**config.mk**
```make
export PLATFORM = sky130hd
export DESIGN_NAME = stl_level_select
export DESIGN_NICKNAME = d
export VERILOG_FILES = /design/src/logic/stl_pkg.sv /design/src/logic/stl_level_select.sv
export SDC_FILE = /design/constraint.sdc
export NUM_CORES = 1
export LEC_CHECK = 0
export ABC_AREA = 1
export ABC_CLOCK_PERIOD_IN_PS = 3000
export BUFFER_PORTS_ARGS = -buffer_cell sky130_fd_sc_hd__buf_2
export CAP_MARGIN = 10
export CORE_MARGIN = 8
export CORE_UTILIZATION = 60
export CTS_BUF_LIST = sky130_fd_sc_hd__clkbuf_2
export CTS_CLUSTER_DIAMETER = 100
export DETAILED_ROUTE_END_ITERATION = 10
export HOLD_SLACK_MARGIN = 0.05
export PLACE_DENSITY = 0.83
export SYNTH_ARGS = -nofsm -noshare
export SYNTH_HDL_FRONTEND = slang
export SYNTH_SLANG_ARGS = --single-unit
```
**constraint.sdc**
```tcl
create_clock -name clk -period 3 [get_ports clk]
set_input_delay 0 -clock clk [delete_from_list [all_inputs] [get_ports clk]]
set_output_delay 0 -clock clk [all_outputs]
set_load 0.005 [all_outputs]
```
**src/logic/stl_pkg.sv**
```systemverilog
// Package for the per-quad transmitter level select block
package stl_pkg;

  // Register map, byte offsets on the plain register port
  localparam logic [3:0] STL_OFS_CTRL_A = 4'h0;
  localparam logic [3:0] STL_OFS_CTRL_B = 4'h4;
  localparam logic [3:0] STL_OFS_STATUS = 4'h8;

  // Field widths
  localparam int STL_DRV_W = 5;
  localparam int STL_FDE_W = 3;
  localparam int STL_CDE_W = 2;
  localparam int STL_EQ_W = 2;
  localparam int STL_CSL_W = 2;
  localparam int STL_FSL_W = 2;

  // Control register A field positions
  localparam int STL_A_CDE_R1_35 = 0;
  localparam int STL_A_EQ_R1_35 = 2;
  localparam int STL_A_CDE_R2_35 = 4;
  localparam int STL_A_EQ_R2_35 = 6;
  localparam int STL_A_CDE_R2_60 = 8;
  localparam int STL_A_EQ_R2_60 = 10;
  localparam int STL_A_CSL_R1 = 12;
  localparam int STL_A_FSL_R1 = 14;
  localparam int STL_A_CSL_R2 = 16;
  localparam int STL_A_FSL_R2 = 18;

  // Control register B field positions
  localparam int STL_B_DRV_R1_35 = 0;
  localparam int STL_B_FDE_R1_35 = 5;
  localparam int STL_B_DRV_R2_35 = 8;
  localparam int STL_B_FDE_R2_35 = 13;
  localparam int STL_B_DRV_R2_60 = 16;
  localparam int STL_B_FDE_R2_60 = 21;
  localparam int STL_B_DRV_LOW_R1 = 24;
  localparam int STL_B_DRV_LOW_R2 = 29;

  // Reset values: defaults for every mode
  localparam logic [31:0] STL_RST_CTRL_A = 32'h00003B37;
  localparam logic [31:0] STL_RST_CTRL_B = 32'h19DC63DC;
  localparam logic [31:0] STL_MASK_CTRL_A = 32'h000FFFFF;
  localparam logic [31:0] STL_MASK_CTRL_B = 32'hFFFFFFFF;

  // Operating modes, gray coded along the usual path
  typedef enum logic [2:0] {
    STL_FULL_R1_35 = 3'b000,
    STL_FULL_R2_35 = 3'b001,
    STL_FULL_R2_60 = 3'b011,
    STL_LOW_R2 = 3'b010,
    STL_LOW_R1 = 3'b110
  } stl_mode_t;

  // PHY state carried into the block
  typedef struct packed {
    logic rateR2;
    logic lowSwing;
    logic deemph60;
  } stl_phy_t;

  // Settings driven to the transmitter
  typedef struct packed {
    logic [4:0] driveLevel;
    logic [2:0] fineDeemph;
    logic [1:0] coarseDeemph;
    logic [1:0] txEqual;
    logic [1:0] coarseSlew;
    logic [1:0] fineSlew;
    logic deemphOn;
  } stl_tx_t;

endpackage : stl_pkg

```
**src/logic/stl_level_select.sv**
```systemverilog
// Transmitter level select for one transceiver quad
//
// What this block does
// Two control registers hold settings for five PHY modes, with slew shared per rate.
// Registers reset to usable defaults for every mode; software may overwrite.
// PHY mode change automatically drives the new mode's field set.
// Full swing, rate 1, -3.5 dB uses its own fields and rate 1 slew.
// Full swing, rate 2, -3.5 dB uses its own fields and rate 2 slew.
// Full swing, rate 2, -6.0 dB uses its dedicated fields.
// Low swing rate 1: no de-emphasis, rate 1 slew, low drive field.
// Low swing rate 2: no de-emphasis, rate 2 slew, low drive field; the code takes only bits 31:29 of it, zero-extended to 5 bits.
// Register A holds coarse and fine slew, equalization, coarse de-emphasis.
// Register B holds fine de-emphasis and drive levels.
// Writing an active-mode field changes driven settings at once.
// No link retrain is needed for new settings to apply.
// Software should take care changing margin during normal operation.
// Rate 1 tuning guide: drive up to 0x1C, eq 0x2, cde 0x3, slew 0x2.
// Mode follows only rate, swing and de-emphasis, one cycle later.
`timescale 1ns/10ps

module stl_level_select
  import stl_pkg::*;
(
  input wire logic clk, // 200 MHz clock
  input wire logic nrst, // Async reset, low
  input wire logic clkEn, // Freezes all state when low
  input wire stl_pkg::stl_phy_t phyState, // Current PHY rate, swing, de-emphasis
  input wire logic [3:0] regAddr, // Register byte offset
  input wire logic [31:0] regWrData, // Write data
  input wire logic regWrite, // Write strobe
  input wire logic regRead, // Read strobe
  output logic [31:0] regRdData, // Read data, cycle after strobe
  output stl_pkg::stl_tx_t txSettings, // Settings to the transmitter
  output stl_pkg::stl_mode_t activeMode // Currently applied mode
);
  import stl_pkg::*;

  logic [31:0] quad_tx_ctrl_a;
  logic [31:0] quad_tx_ctrl_b;
  stl_mode_t next_mode;
  stl_tx_t next_tx;
  logic [31:0] next_rd;

  ////////////////////////////////////////////////////////////////////////
  // Control registers

  // Register A with defaults
  always_ff @(posedge clk or negedge nrst) begin
    if (!nrst) begin
      quad_tx_ctrl_a <= STL_RST_CTRL_A;
    end else if (clkEn && regWrite && regAddr == STL_OFS_CTRL_A) begin
      quad_tx_ctrl_a <= regWrData & STL_MASK_CTRL_A;
    end
  end

  // Register B with defaults
  always_ff @(posedge clk or negedge nrst) begin
    if (!nrst) begin
      quad_tx_ctrl_b <= STL_RST_CTRL_B;
    end else if (clkEn && regWrite && regAddr == STL_OFS_CTRL_B) begin
      quad_tx_ctrl_b <= regWrData & STL_MASK_CTRL_B;
    end
  end

  ////////////////////////////////////////////////////////////////////////
  // Read port

  always_comb begin
    unique case (regAddr)
      STL_OFS_CTRL_A: next_rd = quad_tx_ctrl_a;
      STL_OFS_CTRL_B: next_rd = quad_tx_ctrl_b;
      STL_OFS_STATUS: next_rd = {29'h0000000, activeMode};
      default: next_rd = 32'h00000000;
    endcase
  end

  always_ff @(posedge clk or negedge nrst) begin
    if (!nrst) begin
      regRdData <= 32'h00000000;
    end else if (clkEn) begin
      regRdData <= regRead ? next_rd : 32'h00000000;
    end
  end

  ////////////////////////////////////////////////////////////////////////
  // Mode tracking

  // Mode from rate, swing and de-emphasis only
  always_comb begin
    if (phyState.lowSwing) begin
      next_mode = phyState.rateR2 ? STL_LOW_R2 : STL_LOW_R1;
    end else if (!phyState.rateR2) begin
      next_mode = STL_FULL_R1_35;
    end else begin
      next_mode = phyState.deemph60 ? STL_FULL_R2_60 : STL_FULL_R2_35;
    end
  end

  // Mode register follows PHY
  always_ff @(posedge clk or negedge nrst) begin
    if (!nrst) begin
      activeMode <= STL_FULL_R1_35;
    end else if (clkEn) begin
      activeMode <= next_mode;
    end
  end

  ////////////////////////////////////////////////////////////////////////
  // Field set selection

  always_comb begin
    next_tx = '0;
    unique case (activeMode)
      // Rate 1 full swing fields
      STL_FULL_R1_35: begin
        next_tx.coarseDeemph = quad_tx_ctrl_a[STL_A_CDE_R1_35 +: STL_CDE_W];
        next_tx.txEqual = quad_tx_ctrl_a[STL_A_EQ_R1_35 +: STL_EQ_W];
        next_tx.coarseSlew = quad_tx_ctrl_a[STL_A_CSL_R1 +: STL_CSL_W];
        next_tx.fineSlew = quad_tx_ctrl_a[STL_A_FSL_R1 +: STL_FSL_W];
        next_tx.driveLevel = quad_tx_ctrl_b[STL_B_DRV_R1_35 +: STL_DRV_W];
        next_tx.fineDeemph = quad_tx_ctrl_b[STL_B_FDE_R1_35 +: STL_FDE_W];
        next_tx.deemphOn = 1'b1;
      end
      // Rate 2, -3.5 dB fields
      STL_FULL_R2_35: begin
        next_tx.coarseDeemph = quad_tx_ctrl_a[STL_A_CDE_R2_35 +: STL_CDE_W];
        next_tx.txEqual = quad_tx_ctrl_a[STL_A_EQ_R2_35 +: STL_EQ_W];
        next_tx.coarseSlew = quad_tx_ctrl_a[STL_A_CSL_R2 +: STL_CSL_W];
        next_tx.fineSlew = quad_tx_ctrl_a[STL_A_FSL_R2 +: STL_FSL_W];
        next_tx.driveLevel = quad_tx_ctrl_b[STL_B_DRV_R2_35 +: STL_DRV_W];
        next_tx.fineDeemph = quad_tx_ctrl_b[STL_B_FDE_R2_35 +: STL_FDE_W];
        next_tx.deemphOn = 1'b1;
      end
      // Rate 2, -6.0 dB fields
      STL_FULL_R2_60: begin
        next_tx.coarseDeemph = quad_tx_ctrl_a[STL_A_CDE_R2_60 +: STL_CDE_W];
        next_tx.txEqual = quad_tx_ctrl_a[STL_A_EQ_R2_60 +: STL_EQ_W];
        next_tx.coarseSlew = quad_tx_ctrl_a[STL_A_CSL_R2 +: STL_CSL_W];
        next_tx.fineSlew = quad_tx_ctrl_a[STL_A_FSL_R2 +: STL_FSL_W];
        next_tx.driveLevel = quad_tx_ctrl_b[STL_B_DRV_R2_60 +: STL_DRV_W];
        next_tx.fineDeemph = quad_tx_ctrl_b[STL_B_FDE_R2_60 +: STL_FDE_W];
        next_tx.deemphOn = 1'b1;
      end
      // Low swing rate 1, de-emphasis off
      STL_LOW_R1: begin
        next_tx.coarseSlew = quad_tx_ctrl_a[STL_A_CSL_R1 +: STL_CSL_W];
        next_tx.fineSlew = quad_tx_ctrl_a[STL_A_FSL_R1 +: STL_FSL_W];
        next_tx.driveLevel = quad_tx_ctrl_b[STL_B_DRV_LOW_R1 +: STL_DRV_W];
      end
      // Low swing rate 2, de-emphasis off
      STL_LOW_R2: begin
        next_tx.coarseSlew = quad_tx_ctrl_a[STL_A_CSL_R2 +: STL_CSL_W];
        next_tx.fineSlew = quad_tx_ctrl_a[STL_A_FSL_R2 +: STL_FSL_W];
        next_tx.driveLevel = 5'(quad_tx_ctrl_b[31:STL_B_DRV_LOW_R2]);
      end
      default: next_tx = '0;
    endcase
  end

  // Output follows registers directly, no retrain gate
  always_ff @(posedge clk or negedge nrst) begin
    if (!nrst) begin
      txSettings <= '0;
    end else if (clkEn) begin
      txSettings <= next_tx;
    end
  end

  ////////////////////////////////////////////////////////////////////////
  // Checks

  a_mode_follows_phy:
    assert property (@(posedge clk) disable iff (!nrst)
      clkEn |=> activeMode == $past(next_mode))
    else $error("mode did not follow phy state");

  a_low_no_deemph:
    assert property (@(posedge clk) disable iff (!nrst)
      (clkEn && (activeMode == STL_LOW_R1 || activeMode == STL_LOW_R2))
      |=> !txSettings.deemphOn && txSettings.coarseDeemph == 2'h0)
    else $error("de-emphasis on in low swing");

  a_r1_drive_used:
    assert property (@(posedge clk) disable iff (!nrst)
      (clkEn && activeMode == STL_FULL_R1_35)
      |=> txSettings.driveLevel == $past(quad_tx_ctrl_b[4:0]))
    else $error("rate 1 drive field not applied");

  a_r2_35_eq_used:
    assert property (@(posedge clk) disable iff (!nrst)
      (clkEn && activeMode == STL_FULL_R2_35)
      |=> txSettings.txEqual == $past(quad_tx_ctrl_a[7:6]))
    else $error("rate 2 equalization not applied");

  a_r2_60_drive:
    assert property (@(posedge clk) disable iff (!nrst)
      (clkEn && activeMode == STL_FULL_R2_60)
      |=> txSettings.driveLevel == $past(quad_tx_ctrl_b[20:16]))
    else $error("-6 dB drive field not applied");

  a_low_r2_drive:
    assert property (@(posedge clk) disable iff (!nrst)
      (clkEn && activeMode == STL_LOW_R2)
      |=> txSettings.driveLevel == $past(quad_tx_ctrl_b[STL_B_DRV_LOW_R2 +: 3]))
    else $error("low swing rate 2 drive not applied");

  a_write_applies:
    assert property (@(posedge clk) disable iff (!nrst)
      (clkEn && regWrite && regAddr == STL_OFS_CTRL_B && activeMode == STL_FULL_R1_35
       && next_mode == STL_FULL_R1_35) ##1 clkEn
      |=> txSettings.driveLevel == $past(regWrData[4:0], 2))
    else $error("write did not reach transmitter");

  a_write_stores:
    assert property (@(posedge clk) disable iff (!nrst)
      (clkEn && regWrite && regAddr == STL_OFS_CTRL_A)
      |=> quad_tx_ctrl_a == ($past(regWrData) & STL_MASK_CTRL_A))
    else $error("register A write lost");

  a_read_one_cycle:
    assert property (@(posedge clk) disable iff (!nrst)
      (clkEn && regRead && regAddr == STL_OFS_CTRL_A)
      |=> regRdData == quad_tx_ctrl_a)
    else $error("register A read wrong");

  a_read_b_cycle:
    assert property (@(posedge clk) disable iff (!nrst)
      (clkEn && regRead && regAddr == STL_OFS_CTRL_B)
      |=> regRdData == quad_tx_ctrl_b)
    else $error("register B read wrong");

  a_write_b_stores:
    assert property (@(posedge clk) disable iff (!nrst)
      (clkEn && regWrite && regAddr == STL_OFS_CTRL_B)
      |=> quad_tx_ctrl_b == ($past(regWrData) & STL_MASK_CTRL_B))
    else $error("register B write lost");

  a_upper_a_zero:
    assert property (@(posedge clk) disable iff (!nrst)
      quad_tx_ctrl_a[31:20] == 12'h000)
    else $error("unused register A bits set");

  a_no_stray_write:
    assert property (@(posedge clk) disable iff (!nrst)
      !(clkEn && regWrite && (regAddr == STL_OFS_CTRL_A || regAddr == STL_OFS_CTRL_B))
      |=> $stable(quad_tx_ctrl_a) && $stable(quad_tx_ctrl_b))
    else $error("control register changed without write");

  a_read_status:
    assert property (@(posedge clk) disable iff (!nrst)
      (clkEn && regRead && regAddr == STL_OFS_STATUS)
      |=> regRdData == {29'h0000000, $past(activeMode)})
    else $error("status read wrong");

  a_read_idle_zero:
    assert property (@(posedge clk) disable iff (!nrst)
      (clkEn && !regRead) |=> regRdData == 32'h00000000)
    else $error("read data not cleared");

  a_freeze_holds:
    assert property (@(posedge clk) disable iff (!nrst)
      !clkEn |=> $stable(activeMode) && $stable(txSettings) && $stable(regRdData)
      && $stable(quad_tx_ctrl_a) && $stable(quad_tx_ctrl_b))
    else $error("state moved while clock enable low");

  a_mode_legal:
    assert property (@(posedge clk) disable iff (!nrst)
      activeMode inside {STL_FULL_R1_35, STL_FULL_R2_35, STL_FULL_R2_60,
                         STL_LOW_R2, STL_LOW_R1})
    else $error("illegal mode code");

  a_sel_r1_35:
    assert property (@(posedge clk) disable iff (!nrst)
      (clkEn && !phyState.lowSwing && !phyState.rateR2) |=> activeMode == STL_FULL_R1_35)
    else $error("rate 1 full swing not selected");

  a_sel_r2_35:
    assert property (@(posedge clk) disable iff (!nrst)
      (clkEn && !phyState.lowSwing && phyState.rateR2 && !phyState.deemph60)
      |=> activeMode == STL_FULL_R2_35)
    else $error("rate 2 -3.5 dB not selected");

  a_sel_r2_60:
    assert property (@(posedge clk) disable iff (!nrst)
      (clkEn && !phyState.lowSwing && phyState.rateR2 && phyState.deemph60)
      |=> activeMode == STL_FULL_R2_60)
    else $error("rate 2 -6 dB not selected");

  a_sel_low_r1:
    assert property (@(posedge clk) disable iff (!nrst)
      (clkEn && phyState.lowSwing && !phyState.rateR2) |=> activeMode == STL_LOW_R1)
    else $error("low swing rate 1 not selected");

  a_sel_low_r2:
    assert property (@(posedge clk) disable iff (!nrst)
      (clkEn && phyState.lowSwing && phyState.rateR2) |=> activeMode == STL_LOW_R2)
    else $error("low swing rate 2 not selected");

  a_r1_slew_used:
    assert property (@(posedge clk) disable iff (!nrst)
      (clkEn && (activeMode == STL_FULL_R1_35 || activeMode == STL_LOW_R1))
      |=> txSettings.coarseSlew == $past(quad_tx_ctrl_a[13:12])
      && txSettings.fineSlew == $past(quad_tx_ctrl_a[15:14]))
    else $error("rate 1 slew not applied");

  a_r1_deemph_used:
    assert property (@(posedge clk) disable iff (!nrst)
      (clkEn && activeMode == STL_FULL_R1_35)
      |=> txSettings.deemphOn && txSettings.coarseDeemph == $past(quad_tx_ctrl_a[1:0])
      && txSettings.txEqual == $past(quad_tx_ctrl_a[3:2])
      && txSettings.fineDeemph == $past(quad_tx_ctrl_b[7:5]))
    else $error("rate 1 de-emphasis not applied");

  a_r2_slew_used:
    assert property (@(posedge clk) disable iff (!nrst)
      (clkEn && activeMode inside {STL_FULL_R2_35, STL_FULL_R2_60, STL_LOW_R2})
      |=> txSettings.coarseSlew == $past(quad_tx_ctrl_a[17:16])
      && txSettings.fineSlew == $past(quad_tx_ctrl_a[19:18]))
    else $error("rate 2 slew not applied");

  a_r2_35_drive:
    assert property (@(posedge clk) disable iff (!nrst)
      (clkEn && activeMode == STL_FULL_R2_35)
      |=> txSettings.deemphOn && txSettings.driveLevel == $past(quad_tx_ctrl_b[12:8])
      && txSettings.fineDeemph == $past(quad_tx_ctrl_b[15:13])
      && txSettings.coarseDeemph == $past(quad_tx_ctrl_a[5:4]))
    else $error("rate 2 -3.5 dB drive not applied");

  a_r2_60_fields:
    assert property (@(posedge clk) disable iff (!nrst)
      (clkEn && activeMode == STL_FULL_R2_60)
      |=> txSettings.deemphOn && txSettings.coarseDeemph == $past(quad_tx_ctrl_a[9:8])
      && txSettings.txEqual == $past(quad_tx_ctrl_a[11:10])
      && txSettings.fineDeemph == $past(quad_tx_ctrl_b[23:21]))
    else $error("-6 dB de-emphasis fields not applied");

  a_low_r1_drive:
    assert property (@(posedge clk) disable iff (!nrst)
      (clkEn && activeMode == STL_LOW_R1)
      |=> txSettings.driveLevel == $past(quad_tx_ctrl_b[28:24]))
    else $error("low swing rate 1 drive not applied");

  a_low_no_eq:
    assert property (@(posedge clk) disable iff (!nrst)
      (clkEn && (activeMode == STL_LOW_R1 || activeMode == STL_LOW_R2))
      |=> txSettings.txEqual == 2'h0 && txSettings.fineDeemph == 3'h0)
    else $error("equalization on in low swing");

  a_write_a_applies:
    assert property (@(posedge clk) disable iff (!nrst)
      (clkEn && regWrite && regAddr == STL_OFS_CTRL_A && activeMode == STL_FULL_R2_35
       && next_mode == STL_FULL_R2_35) ##1 clkEn
      |=> txSettings.txEqual == $past(regWrData[7:6], 2))
    else $error("register A write did not reach transmitter");

endmodule : stl_level_select

```
==> results by group <==
Outcome
  • Status: complete, no violations

STA
  • Slew @ Worst Pin: 0.968 ns
  • Max Fclk: 370 MHz
  • Setup TNS: 0 ns
  • RSZ-0062 raised after global routing: no
  • Clock Skew: 0.0162 ns
  • Final setup vio count: 0
  • Fin. Hold Viols: 0
  • Tmin final: 2.70 ns
  • Final slew viol count: 0
  • Final worst slack: 0.295 ns
  • Worst rel slew slack: 35.3%
  • Tcrit/Tclk final: 90.2%

Placed design
  • Post-place setup slack: 1.10 ns
  • # port buffers: between 90 and 100
  • GPL Wtd Cong: 0.964
  • Final HPWL DP: a little over 9 mm

Layout
  • Most common cell after layout, fill and taps aside: nand2_1
  • Register area: 2640 um2
  • N_diodes: 0
  • Area occupied by multi-input gates: 1760 um2
  • Post-layout util: 77.3%
  • Nets@finish: about 770
  • Most frequent cells in the layout: nand2_1, buf_2, dfrtp_1, dlygate4sd3_1, o21ai_0
  • Synth-to-Final Area Change: 26.0%
  • Fill cells: 533
  • Share of layout cells above drive strength 1: 21.1%

Logic synthesis
  • Cells after Synth: a little under 600
  • Ys Warns: 0
  • Yosys top cell area share: 40.9%
  • Syn nets: 630
  • Cell Area, Synth: around 4700 um2
  • Post-synth top area cell: dfrtp_1
  • Mean Syn Cell Area: 8.04 um2
  • Yosys reg bits: between 100 and 150
  • Seq/Total Area, Yosys: 55.9%
  • Distinct cells, synth: 27
  • Area contributors post-synth: dfrtp_1, nand2_1, dfstp_2

Power and ir drop
  • Peak supply drop: 0.000298 V
  • Sw Pwr: 0.000912 W
  • Pleak: roughly 3.2 nW
  • Sw Share: 30.2%
  • Pwr/cell area: 508 nW/um2
  • Flop pwr share: between 50% and 60%
  • Int Power: around 0.0021 W
  • Power, Total: about 0.0030 W
  • Logic pwr share: 16.3%
  • Clock power share: 24.5%

Clocking
  • Number of buffers created by CTS: 9
  • Root Buffer: clkbuf_2
  • # Post-CTS Setup Buffers: 0
  • # resized after CTS: 0
  • Clock Tree Buf Depth: 2
  • Clock latency on the worst-skew pair: 0.57 ns
  • Clock-pin slew on the worst setup and hold paths: about 0.27 ns
  • H-tree Lvls: 3
  • CTS tree: built
  • # clock sinks: between 100 and 150

Worst setup path
  • Slowest CP cell: dfrtp_1
  • Cell breakdown of the critical path: nand4_1, dlygate4sd3_1, nand3_1, dlygate4sd3_1, nand2_1, dlygate4sd3_1, nand2_1
  • Reg2reg path depth: 7
  • Setup crit end kind: flip-flop
  • Reg2Reg Setup Slack: 0.30 ns
  • Largest delay share family, worst path: buffers and inverters
  • WP depth: 7
  • Startpoint Class: flip-flop
  • Crit path DAT: 3.23 ns
  • Crit path buffers/inverters: 3
  • Critical path class: reg2reg
  • Delay of the slowest critical-path stage: 0.67 ns
  • CP Max Fanout: 14
  • Worst path most repeated cell: dlygate4sd3_1
  • Crit path required time: 3.53 ns

Route
  • Initial detailed-routing violation count: 486
  • Post-DRT Antenna Nets: 0
  • Via-to-Cell Ratio: 5.60
  • # DRC: 0
  • DRT Wirelength: 13.8 mm
  • DR WL/cell: 16.5 um
  • Vias: 4,678
  • 1st-pass router iterations: 6

Die
  • Row cnt: 32
  • DIE WIDTH: about 100 um
  • # IOs: 96
  • Initial Util: 61.3%
  • Full die area: 10,900 um2
  • Die height: about 100 um
  • Core Region: 7690 um2

Global route
  • Largest net degree at the start of global routing: 57
  • Vias in the first global route: 4,707
  • Gr usage total: between 20 and 30%
  • GRT overflow: 0
  • First-pass GRT wire length: approximately 23 mm
  • Initial antenna violation count: 0

Run
  • Max-Cap Viols: 0

Worst hold path
  • Hold Crit Class: in2async
-- power by group through the flow --
stage | Sequential, W | Clock, W | Combinational, W
5_1_grt | 0.00180 | 0.000800 | 0.000557
4_1_cts | 0.00177 | 0.000738 | 0.000481
3_3_place_gp | 0.00179 | 0 | 0.000402
2_1_floorplan | 0.00174 | 0 | 0.000258
6_report | 0.00179 | 0.000740 | 0.000494
3_5_place_dp | 0.00180 | 0 | 0.000425
-- per-layer routing --
metal / wire, um / GRT usage (%) / vias up
met3: 1290 / 6.39 / 54
li1: - / - / 2129
met5: 0 / 0 / -
met2: 6400 / 40.5 / 320
met1: 5520 / 31.6 / 2175
met4: 584 / 13.5 / 0
-- path summary, 6_finish.rpt --
path,from,endpoint
hold / removal,nrst,quad_tx_ctrl_a[12]$_DFFE_PN1P_
max in group asynchronous,nrst,quad_tx_ctrl_a[2]$_DFFE_PN1P_
setup / recovery,activeMode[1]$_DFFE_PN0P_,regRdData[1]$_DFFE_PN0P_
hold reg to reg,regRdData[4]$_DFFE_PN0P_,regRdData[4]$_DFFE_PN0P_
min in group clk,regWrData[13],quad_tx_ctrl_b[13]$_DFFE_PN1P_
setup reg to reg,activeMode[1]$_DFFE_PN0P_,regRdData[1]$_DFFE_PN0P_
-- synth_stat cells --
library cell,count
nand2_1,268
dfrtp_1,77
o21ai_0,48
inv_1,35
nand3_1,32
dfstp_2,27
nor2_1,18
o21ai_1,15
buf_2,10
nand4_1,9
a21oi_1,7
clkbuf_1,7
inv_2,5
o31ai_1,5
buf_6,4
buf_4,3
nand2_2,3
clkbuf_2,2
clkinv_1,2
nor2_4,2
buf_1,1
inv_4,1
nand2_4,1
nor2_2,1
nor3_1,1
o21bai_1,1
o22ai_1,1
-- what timing repair did --
action                                  in CTS  in global routing
hold buffers                                60                  1
endpoints found under the hold margin      175                 10
endpoints found under the setup margin       0                  1
-- cell families after synthesis --
kind of cell | Yosys count | share of synthesized area, %
and+or+nand+nor | 335 | 28.7
DFF | 104 | 55.9
AOI/OAI and AO/OA | 77 | 8.52
buffers and inverters | 70 | 6.82
-- final cells by class --
class	instances	share of cell area, %
sequential	104	44.4
clock inverter	7	1.58
timing repair buffer	159	18.8
tap	102	2.15
multi-input combinational	412	29.5
clock buffer	9	0.758
inverter	43	2.76
-- sequential cells by signal, indices dropped and copies added, names as in the netlist --
name and cells:
quad_tx_ctrl_b 32, regRdData 32, quad_tx_ctrl_a 20, txSettings 17, activeMode 3
-- worst register-to-register path: cells and delay by family (launching register included) --
| family | cells | cell delay, ns |
|---|---|---|
| buffers and inverters | 3 | 1.68 |
| and+or+nand+nor | 4 | 0.32 |
| DFF | 1 | 0.67 |
-- stage by stage --
stage                     instance area, um2  hold slack, ns  cells
after floorplan                         4710          -0.296    586
after global placement                  5190          0.0982    760
after detailed placement                5190           0.107    760
after CTS                               5940          0.0927    836
after global routing                    5940          0.0937    836
final                                   5940          0.0900    836
(Power assumes the default switching activity.)
